===== config.mk =====
export PLATFORM = sky130hd
export DESIGN_NAME = etp_regs
export DESIGN_NICKNAME = d
export VERILOG_FILES = /design/src/etp_regs.v /design/src/etp_time_dec.v /design/src/etp_wb_slave.v
export VERILOG_INCLUDE_DIRS = /design/src
export SDC_FILE = /design/constraint.sdc
export NUM_CORES = 1
export LEC_CHECK = 0
export ABC_AREA = 1
export BUFFER_PORTS_ARGS = -buffer_cell sky130_fd_sc_hd__buf_2
export CAP_MARGIN = 15
export CORE_UTILIZATION = 50
export CTS_CLUSTER_SIZE = 25
export DETAILED_ROUTE_END_ITERATION = 10
export PLACE_DENSITY_LB_ADDON = 0.1
export SLEW_MARGIN = 20
export SYNTH_ARGS = -nofsm -noshare
export SYNTH_HDL_FRONTEND = slang
export SYNTH_SLANG_ARGS = --single-unit

===== constraint.sdc =====
create_clock -name mclk -period 6.2 [get_ports mclk]
set_input_delay 0 -clock mclk [delete_from_list [all_inputs] [get_ports mclk]]
set_output_delay 0 -clock mclk [all_outputs]
set_load 0.01 [all_outputs]

===== src/etp_regs_map.vh =====
// Behaviour
// - byte index 6Ah holds the first preset's ninth threshold level, read/write, bits 7 to 0.
// - byte index 6Bh holds the first preset's tenth threshold level, read/write, bits 7 to 0.
// - byte index 6Ch holds the first preset's eleventh threshold level, read/write, bits 7 to 0.
// - byte index 6Dh holds the first preset's twelfth threshold level, read/write, bits 7 to 0.
// - index 6Eh bits 3 to 0 hold a read/write level offset in sign-magnitude form, top bit the sign.
// - index 6Eh bits 7 to 4 are reserved, read only, and writes to them change nothing.
// - no level, offset or time field is given a value by reset; each starts unknown.
// - index 6Fh bits 7 to 4 hold the second preset's first, absolute, threshold time code.
// - index 6Fh bits 3 to 0 hold the second preset's second, delta, time code with the same table.
// - codes 0 to 3 mean 100 to 400 us, 4 to 8 mean 600 to 1400 us, 9 to 15 the long steps to 8000 us.
`ifndef ETP_REGS_MAP_VH
`define ETP_REGS_MAP_VH

// =====================================================================
// register indices; byte address on the bus is four times the index
`define ETP_IDX_LEVEL_9 8'h6A
`define ETP_IDX_LEVEL_10 8'h6B
`define ETP_IDX_LEVEL_11 8'h6C
`define ETP_IDX_LEVEL_12 8'h6D
`define ETP_IDX_OFFSET 8'h6E
`define ETP_IDX_TIME_1_2 8'h6F

// =====================================================================
// field positions
`define ETP_OFFSET_MSB 3
`define ETP_OFFSET_SIGN 3
`define ETP_RSVD_MSB 7
`define ETP_RSVD_LSB 4
`define ETP_TIME_ONE_MSB 7
`define ETP_TIME_ONE_LSB 4
`define ETP_TIME_TWO_MSB 3
`define ETP_TIME_TWO_LSB 0
`define ETP_RSVD_READ 4'h0

// =====================================================================
// time code table, microseconds
`define ETP_T_US_0 14'h0064 // 100 us
`define ETP_T_US_1 14'h00C8 // 200 us
`define ETP_T_US_2 14'h012C // 300 us
`define ETP_T_US_3 14'h0190 // 400 us
`define ETP_T_US_4 14'h0258 // 600 us
`define ETP_T_US_5 14'h0320 // 800 us
`define ETP_T_US_6 14'h03E8 // 1000 us
`define ETP_T_US_7 14'h04B0 // 1200 us
`define ETP_T_US_8 14'h0578 // 1400 us
`define ETP_T_US_9 14'h07D0 // 2000 us
`define ETP_T_US_10 14'h0960 // 2400 us
`define ETP_T_US_11 14'h0C80 // 3200 us
`define ETP_T_US_12 14'h0FA0 // 4000 us
`define ETP_T_US_13 14'h1450 // 5200 us
`define ETP_T_US_14 14'h1900 // 6400 us
`define ETP_T_US_15 14'h1F40 // 8000 us

`endif


===== src/etp_regs.v =====
// Decided for this implementation: the Wishbone interface to the registers.
`timescale 1ns/1ps
`include "etp_regs_map.vh"

// =====================================================================
// threshold preset register bank behind a classic wishbone slave
module etp_regs #(
  parameter ADR_W = 10
) (
  input wire mclk,
  input wire srst,
  input wire wb_cyc_i,
  input wire wb_stb_i,
  input wire wb_we_i,
  input wire [ADR_W-1:0] wb_adr_i,
  input wire [3:0] wb_sel_i,
  input wire [31:0] wb_dat_i,
  output wire [31:0] wb_dat_o,
  output wire wb_ack_o,
  output wire [7:0] first_preset_level_nine,
  output wire [7:0] first_preset_level_ten,
  output wire [7:0] first_preset_level_eleven,
  output wire [7:0] first_preset_level_twelve,
  output wire [3:0] first_preset_level_offset,
  output reg [3:0] offset_twos_q,
  output wire [3:0] second_preset_time_one,
  output wire [3:0] second_preset_time_two,
  output wire [13:0] time_one_us,
  output wire [13:0] time_two_us
);
  wire req_new;
  wire wr_lane0;
  wire [7:0] reg_idx;
  reg [7:0] lvl9_q;
  reg [7:0] lvl10_q;
  reg [7:0] lvl11_q;
  reg [7:0] lvl12_q;
  reg [3:0] offset_q;
  reg [7:0] time_q;
  reg [7:0] rdata_q;
  reg [7:0] rdata_d;
  reg [3:0] offset_twos_d;
  // one write strobe per register
  wire wr_lvl9;
  wire wr_lvl10;
  wire wr_lvl11;
  wire wr_lvl12;
  wire wr_offset;
  wire wr_time;

  // =====================================================================
  // write strobe decode, one compare per register
  // lane 0 must be on and the index must match exactly
  function etp_wr_hit;
    input wr_ok;
    input [7:0] idx;
    input [7:0] target;
    begin
      etp_wr_hit = wr_ok & (idx == target);
    end
  endfunction

  // =====================================================================
  // signed magnitude in, two's complement out
  // minus zero folds to zero, so minus seven is the lowest value reached
  function [3:0] etp_sm_to_twos;
    input [3:0] sm;
    begin
      if (sm[`ETP_OFFSET_SIGN]) begin
        etp_sm_to_twos = 4'h0 - {1'b0, sm[2:0]};
      end else begin
        etp_sm_to_twos = {1'b0, sm[2:0]};
      end
    end
  endfunction

  // =====================================================================
  // bus front end
  etp_wb_slave #(.ADR_W(ADR_W)) u_slave (
    .mclk(mclk),
    .srst(srst),
    .wb_cyc_i(wb_cyc_i),
    .wb_stb_i(wb_stb_i),
    .wb_we_i(wb_we_i),
    .wb_adr_i(wb_adr_i),
    .wb_sel_i(wb_sel_i),
    .wb_ack_o(wb_ack_o),
    .req_new(req_new),
    .wr_lane0(wr_lane0),
    .reg_idx(reg_idx)
  );

  // =====================================================================
  // write strobes; a misaligned or unmapped index matches none of them
  assign wr_lvl9 = etp_wr_hit(wr_lane0, reg_idx, `ETP_IDX_LEVEL_9);
  assign wr_lvl10 = etp_wr_hit(wr_lane0, reg_idx, `ETP_IDX_LEVEL_10);
  assign wr_lvl11 = etp_wr_hit(wr_lane0, reg_idx, `ETP_IDX_LEVEL_11);
  assign wr_lvl12 = etp_wr_hit(wr_lane0, reg_idx, `ETP_IDX_LEVEL_12);
  assign wr_offset = etp_wr_hit(wr_lane0, reg_idx, `ETP_IDX_OFFSET);
  assign wr_time = etp_wr_hit(wr_lane0, reg_idx, `ETP_IDX_TIME_1_2);

  // =====================================================================
  // level nine; deliberately no reset so contents start unknown
  always @(posedge mclk) begin
    if (wr_lvl9) begin
      lvl9_q <= wb_dat_i[7:0];
    end
  end

  // =====================================================================
  // level ten; no reset, held until rewritten
  always @(posedge mclk) begin
    if (wr_lvl10) begin
      lvl10_q <= wb_dat_i[7:0];
    end
  end

  // =====================================================================
  // level eleven; no reset, held until rewritten
  always @(posedge mclk) begin
    if (wr_lvl11) begin
      lvl11_q <= wb_dat_i[7:0];
    end
  end

  // =====================================================================
  // level twelve; no reset, held until rewritten
  always @(posedge mclk) begin
    if (wr_lvl12) begin
      lvl12_q <= wb_dat_i[7:0];
    end
  end

  // =====================================================================
  // level offset; upper nibble is not stored, so writes there vanish
  always @(posedge mclk) begin
    if (wr_offset) begin
      offset_q <= wb_dat_i[`ETP_OFFSET_MSB:0];
    end
  end

  // =====================================================================
  // both time codes of the second preset live in one byte
  always @(posedge mclk) begin
    if (wr_time) begin
      time_q <= wb_dat_i[7:0];
    end
  end

  // =====================================================================
  // read mux; unmapped indices read zero
  always @* begin
    case (reg_idx)
      `ETP_IDX_LEVEL_9: rdata_d = lvl9_q;
      `ETP_IDX_LEVEL_10: rdata_d = lvl10_q;
      `ETP_IDX_LEVEL_11: rdata_d = lvl11_q;
      `ETP_IDX_LEVEL_12: rdata_d = lvl12_q;
      `ETP_IDX_OFFSET: rdata_d = {`ETP_RSVD_READ, offset_q};
      `ETP_IDX_TIME_1_2: rdata_d = time_q;
      default: rdata_d = 8'h00;
    endcase
  end

  // read data captured with the request, valid while ack is high
  always @(posedge mclk) begin
    if (srst) begin
      rdata_q <= 8'h00;
    end else if (req_new) begin
      rdata_q <= rdata_d;
    end
  end
  assign wb_dat_o = {24'h000000, rdata_q};

  // =====================================================================
  // offset recoded for the comparator; 1000b is minus zero
  always @* begin
    offset_twos_d = etp_sm_to_twos(offset_q);
  end

  always @(posedge mclk) begin
    offset_twos_q <= offset_twos_d;
  end

  // =====================================================================
  // level outputs toward the comparator, straight from the flops
  assign first_preset_level_nine = lvl9_q;
  assign first_preset_level_ten = lvl10_q;
  assign first_preset_level_eleven = lvl11_q;
  assign first_preset_level_twelve = lvl12_q;

  // =====================================================================
  // offset leaves in its stored signed magnitude form
  assign first_preset_level_offset = offset_q;

  // =====================================================================
  // time codes split out of their shared byte
  assign second_preset_time_one = time_q[`ETP_TIME_ONE_MSB:`ETP_TIME_ONE_LSB];
  assign second_preset_time_two = time_q[`ETP_TIME_TWO_MSB:`ETP_TIME_TWO_LSB];

  // =====================================================================
  // both time fields share one decode table
  etp_time_dec u_dec_one (
    .mclk(mclk),
    .time_code(second_preset_time_one),
    .time_us(time_one_us)
  );

  etp_time_dec u_dec_two (
    .mclk(mclk),
    .time_code(second_preset_time_two),
    .time_us(time_two_us)
  );
endmodule


===== src/etp_time_dec.v =====
`timescale 1ns/1ps
`include "etp_regs_map.vh"

// =====================================================================
// registered decode of a 4-bit threshold time code into microseconds
module etp_time_dec (
  input wire mclk,
  input wire [3:0] time_code,
  output reg [13:0] time_us
);
  // table is shared by absolute and delta fields
  function [13:0] code_to_us;
    input [3:0] code;
    begin
      case (code)
        4'h0: code_to_us = `ETP_T_US_0;
        4'h1: code_to_us = `ETP_T_US_1;
        4'h2: code_to_us = `ETP_T_US_2;
        4'h3: code_to_us = `ETP_T_US_3;
        4'h4: code_to_us = `ETP_T_US_4;
        4'h5: code_to_us = `ETP_T_US_5;
        4'h6: code_to_us = `ETP_T_US_6;
        4'h7: code_to_us = `ETP_T_US_7;
        4'h8: code_to_us = `ETP_T_US_8;
        4'h9: code_to_us = `ETP_T_US_9;
        4'hA: code_to_us = `ETP_T_US_10;
        4'hB: code_to_us = `ETP_T_US_11;
        4'hC: code_to_us = `ETP_T_US_12;
        4'hD: code_to_us = `ETP_T_US_13;
        4'hE: code_to_us = `ETP_T_US_14;
        default: code_to_us = `ETP_T_US_15;
      endcase
    end
  endfunction

  // no reset: follows the code, unknown until the code is written
  always @(posedge mclk) begin
    time_us <= code_to_us(time_code);
  end
endmodule


===== src/etp_wb_slave.v =====
`timescale 1ns/1ps
`include "etp_regs_map.vh"

// =====================================================================
// classic wishbone slave front end: one wait state, answers every address
module etp_wb_slave #(
  parameter ADR_W = 10
) (
  input wire mclk,
  input wire srst,
  input wire wb_cyc_i,
  input wire wb_stb_i,
  input wire wb_we_i,
  input wire [ADR_W-1:0] wb_adr_i,
  input wire [3:0] wb_sel_i,
  output wire wb_ack_o,
  output wire req_new,
  output wire wr_lane0,
  output wire [7:0] reg_idx
);
  reg ack_q;
  wire [7:0] idx_d;

  // a request is new only while ack is low, so one access makes one strobe
  assign req_new = wb_cyc_i & wb_stb_i & ~ack_q;
  // only byte lane 0 carries register data; other lanes are ignored
  assign wr_lane0 = req_new & wb_we_i & wb_sel_i[0];
  // misaligned byte addresses fold onto no register
  assign idx_d = (wb_adr_i[1:0] == 2'b00) ? wb_adr_i[9:2] : 8'h00;
  assign reg_idx = idx_d;
  assign wb_ack_o = ack_q;

  // ack one cycle after the request, dropped the cycle after
  always @(posedge mclk) begin
    if (srst) begin
      ack_q <= 1'b0;
    end else begin
      ack_q <= req_new;
    end
  end
endmodule

======== After elaboration in Yosys (flattened, before gate mapping) ========
Memory sizes are Yosys's and may differ from the RTL's. A register that Yosys moved wholly into a read port is not among the register bits.
Index checks and enable logic that the tools add are counted.
word-level totals
  register bits after elaboration ......... 85
  latch bits .............................. 0
  memory bits (writable) .................. 0
  bits in read-only memories .............. 352
  bits of input ports ..................... 51
  output and inout bits ................... 109
  logic and storage cells ................. 36
  memories ................................ 2
operators by class
  add/subtract/negate cells ............... 1
  $mul .................................... 0
  divide/modulo/power cells ............... 0
  $lt $le $gt $ge ......................... 0
  equal/unequal tests ..................... 6
  shift operators ......................... 0
  multiplexer cells ....................... 3
  bitwise gates (word level) .............. 11
  reduce and logical (&&, ||, !) cells .... 1
memories
  memory           depth  bits a word  read ports  clocked after Yosys merged registers in  write ports  line               source
  (no name shown)  16     11           1           1                                        0            etp_time_dec.v:15  case (code)
  (no name shown)  16     11           1           1                                        0            etp_time_dec.v:15
operators with widths
  kind                 count
  $eq 8x7->1 const B   6
  $pmux 8 s6           1
  $and 1x1->1          10
  $mux 8               1
  $sub 1x3->4 const A  1
  $mux 3               1
  $logic_not 2->1      1
  $not 1->1            1

======== Depth between registers and ports, before layout ========
Gate-level depths: netlist (run 1).
  depth in word-level cells ............... 5
  depth in mapped cells ................... 11
  gate-level depth less buffers ........... 10

======== Hierarchy ========
Synthesis (run 1) repeated with hierarchy kept, for this count alone.
second synthesis, totals
  cells, all modules ...................... 407
  area, all modules ....................... 3,783.6 µm²
by module, submodules not included
  module                    times used  cells each  area each (µm²)  sequential area each (µm²)
  etp_regs                  1           228         2,461.1          1,561.5
  etp_time_dec (u_dec_two)  1           80          599.3            220.2
  etp_time_dec (u_dec_one)  1           73          580.6            220.2
  etp_wb_slave              1           26          142.6            20.0

======== Least setup slack after synthesis (run 1) ========
No wires, ideal clock.
  path type ............................... flip-flop to flip-flop
  start point ............................. register u_slave.ack_q (netlist: u_slave.wb_ack_o)
  end point ............................... register lvl12_q[0] (netlist: first_preset_level_twelve[0]) (enable)
  library setup time ...................... 395 ps
  arrival time ............................ 1,670 ps
  required time ........................... 5,805 ps
  slack ................................... 4,136 ps
  stages on the path, launching flop included .. 4
  path buffers ............................ 0
  clock period less this slack ............ 2,064 ps
  cells stage by stage .................... dfxtp_1 > nor2_1 > nand3_1 > nor4_1
between the ends
  longest elaborated chain between the ends .. 5
RTL lines
  what                      line               source
  from (decl)               etp_wb_slave.v:21  reg ack_q;
  from (signal assigned)    etp_wb_slave.v:38  ack_q <= req_new;
  $not 1->1                 etp_wb_slave.v:25  assign req_new = wb_cyc_i & wb_stb_i & ~ack_q;
  $and 1x1->1               etp_wb_slave.v:25
  $and 1x1->1 (2 in a row)  etp_wb_slave.v:27  assign wr_lane0 = req_new & wb_we_i & wb_sel_i[0];
  $and 1x1->1               etp_regs.v:59      etp_wr_hit = wr_ok & (idx == target);
  net wr_lvl12              etp_regs.v:47      wire wr_lvl12;
  to (signal assigned)      etp_regs.v:130     lvl12_q <= wb_dat_i[7:0];
  to (decl)                 etp_regs.v:37      reg [7:0] lvl12_q;
The timed path passes the listed nets, and every way through them passes these cells.
A chain may end at the register's enable or synchronous reset.

======== Worst setup path after layout (run 1) ========
  start point ............................. register u_slave.ack_q (netlist: u_slave.wb_ack_o)
  end point ............................... register lvl12_q[6] (netlist: first_preset_level_twelve[6]) (enable)
The elaborated chain is that of the path after synthesis.

==> run summary, run 1 <==
DRT Pass-1 Iters - 4
Seq/Total Area, Yosys - 57.4%
clk root buf - clkbuf_8
P_leak - 1.97 nW
Final WS setup - 3900 ps
Syn Std Cell Area - 3520 sq um
CP required - 6260 ps
slew of the pin with the lowest slew margin - 846 ps
clk sinks - 79
post-place setup slack - 3820 ps
layout cells sized above 1 - 29.1%
synth unique cells - 34
Total Routed Length - 7.65 mm
status - finished, final reports clean
vias in the first global route - 2329
worst-case clock buffer depth - 2
ANT nets after route - 0
Async SR Flop Fraction - 0%
RD Place Congestion - 0.820
initial antenna violation count - 0
Worst-Skew Late Latency - 350 ps
Worst Path Arrival - 2360 ps
I/O Buffers - 102
Peak VDD IR - 162 uV
placed cells - 532
Hold Fails Final Rpt - 0
ant diodes - 0
Die ar. - 7380 sq um
vias per std cell - 4.84
row count - 30
area leader, netlist - edfxtp_1
vias after detailed routing - 2695
synth top area cells - edfxtp_1, dfxtp_1, buf_4
Area Overhead vs Synth - 21.6%
Reg2Reg Capture Point - first_preset_level_twelve[6]
gr usage total - 21.5%
MaxCap Viol Count - 0
Yosys top cell area share - 37.5%
min-delay worst type - in2reg
Post-synth EDFFs - 44
fmax - 436 MHz
Post-Syn Area per Cell - 10.3 sq um
FILL cells - 583
unrepaired setup endpoints after global routing - no
height of the die - 85.9 microns
DR WL/cell - 13.7 microns
CTS tree - yes
Finished Layout Cells - 557
hold path endpoint - rdata_q[3]
flop-to-flop setup slack - 3900 ps
worst r2r src - u_slave.wb_ack_o
#FFs+latches synth - 79
placed wire-length estimate - 5.66 mm
Setup violations, final - 0
power per cell area - 230 nW/um^2
Setup Skew - 8.59 ps
CTS resizes - 0
Slew HR - 43.1%
minimum clock period - 2300 ps
crit path launch type - flip-flop
Design Power - 984 uW
Die Wd - 85.9 microns
fin. max-slew vios - 0
most frequent cells in the layout - buf_2, edfxtp_1, nand3_1, nand2_1
Clock Pin Slew Worst Setup and Hold Paths - 90 ps
Min Hold Slack - 140 ps
worst hold path stage count - 5
grt total ovfl - 0
Worst Path Max Fanout - 8
Max H-tree Level - 3
Hold Crit Start - wb_stb_i
pin count of the biggest net entering global routing - 21
Top FF cell, synth - edfxtp_1
I/O pin cnt - 160
final worst path period share - 37.0%
Reg area - 2020 sq um
Setup CP Type - reg2reg
most common cell after layout, fill and taps aside - buf_2
cts bufs inserted - 9
area of the multi-input gates - 1210 sq um
Core ar. - 6790 sq um
Nets - 520
yosys warns - 0
aggregate negative setup slack - 0 ps
starting density of the core - 51.8%
first-pass GRT wire length - 11.8 mm
Setup crit end kind - flip-flop
DRC viols - 0
drt initial violations - 128
Post-Synthesis Cells - 342
worst r2r path cells - 4
[sequential cells by signal, indices dropped and copies added (netlist names)]
register	flops
first_preset_level_eleven	8
first_preset_level_nine	8
first_preset_level_offset	4
first_preset_level_ten	8
first_preset_level_twelve	8
offset_twos_q	4
rdata_q	8
time_q	8
u_dec_one.time_us	11
u_dec_two.time_us	11
u_slave.wb_ack_o	1
[cell usage after synthesis (all sizes together) (2+ instances only)]
cell	n
a221oi	2
nand2	40
a31oi	2
inv	29
dfxtp	35
nor4	2
ha	13
o32ai	2
buf	34
nor2	39
a21oi	12
clkbuf	5
o21ai	22
nand3	48
edfxtp	44
o22ai	2
o21bai	4
[power breakdown]
group,leakage [nW],internal [mW],switching (mW)
Sequential,0.687,0.553,0.00108
Combinational,1.19,0.0138,0.0281
Clock,0.0929,0.190,0.199
[worst max path at each step]
stage                                   end  slack, ps        startpoint
3_3_place_gp   first_preset_level_twelve[6]       3910  u_slave.wb_ack_o
3_5_place_dp   first_preset_level_twelve[5]       3820  u_slave.wb_ack_o
4_1_cts        first_preset_level_twelve[6]       3830  u_slave.wb_ack_o
5_1_grt        first_preset_level_twelve[6]       3680  u_slave.wb_ack_o
6_report       first_preset_level_twelve[6]       3900  u_slave.wb_ack_o
2_1_floorplan  first_preset_level_twelve[0]       4140  u_slave.wb_ack_o
[critical path, stage by stage (launching register included)]
cell and delay, ps:
dfxtp_1 320, nor2_1 350, nand3_1 340, nor4_1 730, buf_4 270
[area by class of cell]
cell class / count / share of cell area [%]
clock buffers: 9 / 2.89
well taps: 96 / 2.81
multi-input cells: 224 / 28.3
repair buffers: 113 / 14.4
clock inverters: 7 / 1.84
flip-flops and latches: 79 / 47.2
inverters: 29 / 2.54
[cell families (layout without fill, tap and decap cells)]
kind of cell	after synthesis	after routing	share of synthesized area [%]
other cells	1	30	0.107
flops	79	79	57.4
compound gates	49	49	8.14
xor+xnor	1	1	0.249
buf+inv	68	158	11.2
simple gates	131	131	18.2
fa+ha+maj	13	13	4.62
[per-stage QoR]
stage               cell area (sq um)  util (%)
floorplan                        3630         -
global placement                 3990      58.7
detailed placement               3990      58.7
CTS                              4280      63.0
global route                     4280      63.0
finish                           4280      63.0
[per-layer routing]
layer,global-route usage (%),routed length [microns],up-vias
met1,29.7,3630,1240
met4,9.09,125,0
met2,33.0,3540,106
li1,-,-,1337
met3,4.62,352,12
met5,0,0,-
[repair_timing]
action | in CTS | in global routing
buffers inserted | 0 | 0
endpoints found under the hold margin | 49 | 0
hold buffers | 9 | 0
No activity file was read; power rests on OpenSTA's default activity.
==> run 2, diff against run 1 <==
Settings changed: CORE_UTILIZATION 50 to 42.
Clock period 6.2 ns to 2.1 ns, I/O delays scaled along.
==> run 2 against run 1 <==
Flip-flop and latch count unchanged. Worst setup slack got worse by 3400 ps. Count of clock-buffer cells in the layout increased by 4. Largest cell class unchanged. Register-to-register slack got worse by 3400 ps. Clock skew increased by 3.4 ps. Highest routed layer unchanged. Largest power group unchanged. Critical endpoint is now first_preset_level_twelve[4]. Routed wire length increased by 5.8%. Combinational power increased to 3.0 times the previous value. Design area increased by 2.1%.
==> run summary, run 2 (synthesis gave the netlist of run 1 again) <==
status - finished, final reports clean
cts bufs inserted - 9 (unchanged)
first-pass GRT wire length - 12.2 mm (+3.9%)
Reg area - 2020 sq um (unchanged)
most frequent cells in the layout - buf_2, edfxtp_1, nand3_1, nand2_1
Die ar. - 8750 sq um (+19%)
Setup violations, final - 0 (unchanged)
Setup crit end kind - flip-flop
P_leak - 2.03 nW (+3.0%)
Reg2Reg Capture Point - first_preset_level_twelve[4]
Post-CTS Setup Inserts - 0 (unchanged)
worst-case clock buffer depth - 2 (unchanged)
flop-to-flop setup slack - 490 ps (-3420 ps)
initial antenna violation count - 0 (unchanged)
worst r2r path cells - 4 (unchanged)
Nets - 526 (+1.2%)
Worst-Skew Late Latency - 350 ps (about the same)
Worst Path Max Fanout - 6 (-2)
placed wire-length estimate - 5.90 mm (+4.3%)
Hold Crit Start - wb_stb_i
FILL cells - 750 (+29%)
Top Registers - u_dec_one.time_us: 11 flops, u_dec_two.time_us: 11 flops
aggregate negative setup slack - 0 ps (unchanged)
fmax - 620 MHz (+42%)
DP Area - 4050 sq um (+1.4%)
pin count of the biggest net entering global routing - 19 (-9.5%)
drt initial violations - 74 (-42%)
I/O Buffers - 102 (unchanged)
vias in the first global route - 2401 (+3.1%)
most common cell after layout, fill and taps aside - buf_2
clk sinks - 79 (unchanged)
Max H-tree Level - 3 (unchanged)
placed cells - 547 (+2.8%)
Core ar. - 8180 sq um (+20%)
Total Routed Length - 8.09 mm (+5.8%)
Crit path largest cell delay - 360 ps (-370 ps)
cell family with most CP delay - simple AND/OR/NAND/NOR gates
post-place setup slack - 453 ps (-3360 ps)
vias per std cell - 4.74 (-2.0%)
DRT Pass-1 Iters - 4 (unchanged)
clk root buf - clkbuf_8
Final WS setup - 486 ps (-3420 ps)
CP endpoint - first_preset_level_twelve[4]
CP max-delay cell - nor4_1
crit path launch type - flip-flop
min-delay worst type - in2reg
layout cells sized above 1 - 29.6% (+0.48 points)
worst r2r src - u_slave.wb_ack_o
Design Area, Final - 4370 sq um (+2.1%)
vias after detailed routing - 2711 (+0.59%)
fin. max-slew vios - 0 (unchanged)
row count - 33 (+10%)
area of the multi-input gates - 1210 sq um (unchanged)
Hold Fails Final Rpt - 0 (unchanged)
ant diodes - 0 (unchanged)
Finished Layout Cells - 572 (+2.7%)
DR WL/cell - 14.1 microns (+3.1%)
Peak VDD IR - 370 uV (+130%)
minimum clock period - 1610 ps (-682 ps)
MaxCap Viol Count - 0 (unchanged)
Die Wd - 93.5 microns (+8.9%)
CP required - 2160 ps (-4100 ps)
unrepaired setup endpoints after global routing - no
final worst path period share - 76.9% (+40 points)
height of the die - 93.5 microns (+8.9%)
starting density of the core - 43.1% (-8.8 points)
worst setup path startpoint - u_slave.wb_ack_o
Setup Skew - 12.0 ps (+3.44 ps)
gr usage total - 19.1% (-2.4 points)
Crit. path cell count - 4 (unchanged)
power per cell area - 703 nW/um^2 (+210%)
I/O pin cnt - 160 (unchanged)
Worst Path Arrival - 1670 ps (-690 ps)
cell breakdown of the critical path - nor2_1 -> nand3_1 -> nor4_1 -> buf_4
RD Place Congestion - 0.809 (-1.3%)
Area Overhead vs Synth - 24.2%
CTS tree - yes
DRC viols - 0 (unchanged)
Design Power - 3.07 mW (+210%)
grt total ovfl - 0 (unchanged)
ANT nets after route - 0 (unchanged)
Critical path buffers and inverters - 1 (unchanged)
Clock Pin Slew Worst Setup and Hold Paths - 80 ps (about the same)
Setup CP Type - reg2reg
==> run 2: cell types whose count changed in the layout (fill, tap and decap cells not counted), sizes merged <==
| cell | before | now |
|---|---|---|
| clkinv | 0 | 1 |
| buf | 104 | 110 |
| inv | 32 | 29 |
| clkinvlp | 3 | 0 |
| bufinv | 1 | 2 |
| clkbuf | 9 | 13 |
==> run 2: routing by layer <==
metal | GRT usage, % | wire length, microns | vias up
met4 | 8.08 | 132 | 0
met1 | 26.2 | 3900 | 1239
met3 | 3.58 | 462 | 11
met2 | 29.6 | 3590 | 111
met5 | 0 | 0 | -
li1 | - | - | 1350
==> run 2: worst min path at each step <==
stage	endpoint	cells past startpoint
CTS	rdata_q[3]	6
finish	rdata_q[3]	6
detailed placement	first_preset_level_ten[6]	1
global route	rdata_q[3]	6
floorplan	rdata_q[4]	1
global placement	first_preset_level_eleven[4]	1
==> run 2: what timing repair did <==
action,in CTS,in global routing
hold buffers,9,0
resized for setup,0,0
hold endpoints to repair,49,0
==> run 2: worst min-delay path, cell delays in order <==
cell,delay (ps)
buf_2,90
nand2_1,50
nor2_1,50
buf_4,150
o21ai_0,150
a21oi_1,40
==> run 2: where the power goes <==
group	internal (mW)	switching, mW	total (mW)	leakage [nW]
clock	0.774	0.538	1.31	0.119
sequential	1.63	0.00262	1.64	0.687
combinational	0.0424	0.0846	0.127	1.22
total	2.45	0.625	3.07	2.03
==> run 2: stage by stage <==
step,hold WS [ps],utilization (%)
2_1_floorplan,69.1,-
3_5_place_dp,252,49.5
3_3_place_gp,252,49.5
4_1_cts,221,53.5
5_1_grt,257,53.5
6_report,226,53.5
==> run 2: final cells by class <==
cell class,instances,share of cell area (%)
sequential,79,46.3
multi-input combinational,224,27.7
timing repair buffer,119,15.1
tap,105,3.01
inverter,29,2.49
clock inverter,3,1.49
clock buffer,13,3.89
==> run 3, diff against run 2 <==
Settings changed: CORE_UTILIZATION 42 to 47.
Clock period 2.1 ns to 1.7 ns, I/O delays scaled along.
==> run 3 against run 2 <==
Critical path type unchanged. Flip-flop and latch count did not move. Highest routed layer unchanged. Via count rose by 0.89%. Global-route usage rose by 2.2 points. Count of clock-buffer cells in the layout fell by 1.
==> run summary, run 3 (synthesis gave the netlist of run 1 again) <==
status - finished, final reports clean
P_leak - 2.03 nW (about the same)
worst-case clock buffer depth - 2 (unchanged)
Logic pwr share - 4.6% (+0.5 points)
worst r2r path cells - 5 (+1)
Sw Pwr - 794 uW (+27%)
Hold Fails Final Rpt - 0 (unchanged)
first-pass GRT wire length - 12.0 mm (-2.0%)
Core Util, Final - 60.1% (+6.7 points)
DR WL/cell - 13.9 microns (-1.6%)
placed wire-length estimate - 5.90 mm (about the same)
gr usage total - 21.3% (+2.2 points)
fmax - 693 MHz (+12%)
RD Place Congestion - 0.843 (+4.2%)
Sequential Power Share - 58.0% (+4.8 points)
CP required - 1970 ps (-190 ps)
crit path launch type - flip-flop
Clock Pin Slew Worst Setup and Hold Paths - 80 ps (about the same)
worst r2r src - time_q[1]
Hold Crit Start - wb_stb_i
Die ar. - 7840 sq um (-10%)
CTS Hold Bufs - 9 (unchanged)
most common cell after layout, fill and taps aside - buf_2
I/O pin cnt - 160 (unchanged)
clk root buf - clkbuf_8
Die Wd - 88.5 microns (-5.4%)
post-place setup slack - 124 ps (-329 ps)
final worst path period share - 84.9% (+8.0 points)
worst setup path startpoint - time_q[1]
placed cells - 546 (-0.18%)
ANT nets after route - 0 (unchanged)
Design Area, Final - 4360 sq um (-0.23%)
Nets - 531 (+0.95%)
Worst-Skew Late Latency - 340 ps (about the same)
MaxCap Viol Count - 0 (unchanged)
vias after detailed routing - 2735 (+0.89%)
Peak VDD IR - 425 uV (+15%)
Design Power - 3.48 mW (+13%)
Clk network pwr share - 37.5% (-5.2 points)
Setup crit end kind - flip-flop
Post-CTS Setup Inserts - 0 (unchanged)
row count - 31 (-6.1%)
Crit path largest cell delay - 460 ps (+100 ps)
unrepaired setup endpoints after global routing - no
Sw Ratio - 22.8% (+2.4 points)
grt total ovfl - 0 (unchanged)
worst hold path stage count - 6 (unchanged)
ant diodes - 0 (unchanged)
Setup violations, final - 0 (unchanged)
CP max-delay cell - edfxtp_1
power per cell area - 799 nW/um^2 (+14%)
DRC viols - 0 (unchanged)
initial antenna violation count - 0 (unchanged)
DP Area - 4090 sq um (+1.1%)
Final WS setup - 257 ps (-229 ps)
Worst Path Max Fanout - 6 (unchanged)
layout cells sized above 1 - 30.7% (+1.2 points)
min-delay worst type - in2reg
Setup CP Type - reg2reg
starting density of the core - 48.5% (+5.5 points)
most frequent cells in the layout - buf_2, edfxtp_1, nand3_1, nand2_1
Area Overhead vs Synth - 23.9%
height of the die - 88.5 microns (-5.4%)
fin. max-slew vios - 0 (unchanged)
cell breakdown of the critical path - inv_1 -> ha_1 -> nor2_1 -> o21ai_0 -> o21ai_0
vias per std cell - 4.79 (+1.1%)
DRT Pass-1 Iters - 4 (unchanged)
vias in the first global route - 2381 (-0.83%)
Core ar. - 7250 sq um (-11%)
Critical path buffers and inverters - 1 (unchanged)
internal cell power - 2.69 mW (+9.9%)
CTS resizes - 0 (unchanged)
Max H-tree Level - 3 (unchanged)
cts bufs inserted - 9 (unchanged)
Finished Layout Cells - 571 (-0.17%)
Min Hold Slack - 239 ps (+13.7 ps)
CTS tree - yes
minimum clock period - 1440 ps (-171 ps)
clk sinks - 79 (unchanged)
CP most frequent cell - o21ai_0
Setup Skew - 10.5 ps (-1.58 ps)
pin count of the biggest net entering global routing - 14 (-5)
Crit. path cell count - 5 (+1)
aggregate negative setup slack - 0 ps (unchanged)
Total Routed Length - 7.95 mm (-1.8%)
Worst Path Arrival - 1710 ps (+40 ps)
I/O Buffers - 102 (unchanged)
drt initial violations - 125 (+69%)
Top Registers - u_dec_one.time_us: 11 flops, u_dec_two.time_us: 11 flops
cell family with most CP delay - flip-flops
run 3: routing by layer:
| layer | GRT usage, % | up-vias | wire length (microns) |
|---|---|---|---|
| met3 | 3.64 | 4 | 450 |
| li1 | - | 1355 | - |
| met2 | 33.0 | 118 | 3760 |
| met1 | 29.2 | 1258 | 3670 |
| met5 | 0 | - | 0 |
| met4 | 10.1 | 0 | 68 |
run 3: cell type report:
class,instances,area (sq um)
Clock buffer,12,156
Inverter,29,109
Timing Repair Buffer,124,698
Sequential cell,79,2020
Tap cell,99,124
Clock inverter,4,26.3
Multi-Input combinational cell,224,1220
Fill cell,681,2890
run 3: power by group through the flow:
stage                     clock [mW]  combinational, mW  sequential [mW]
after floorplan                    0              0.122             2.07
after global placement             0              0.141             2.06
after detailed placement           0              0.143             2.06
after CTS                       1.34              0.159             2.02
after global routing            1.40              0.181             2.02
final                           1.31              0.160             2.02
run 3: final timing paths:
kind | endpoint | slack, ps
worst min-delay path | rdata_q[3] | 240
worst max register to register | u_dec_two.time_us[4] | 260
worst max-delay path | u_dec_two.time_us[4] | 260
worst min register to register | offset_twos_q[0] | 420
run 3: tightest hold or removal path, cell delays in order:
cell     delay, ps
buf_2           90
nand2_1         60
nor2_1          50
buf_4          150
o21ai_0        140
a21oi_1         40
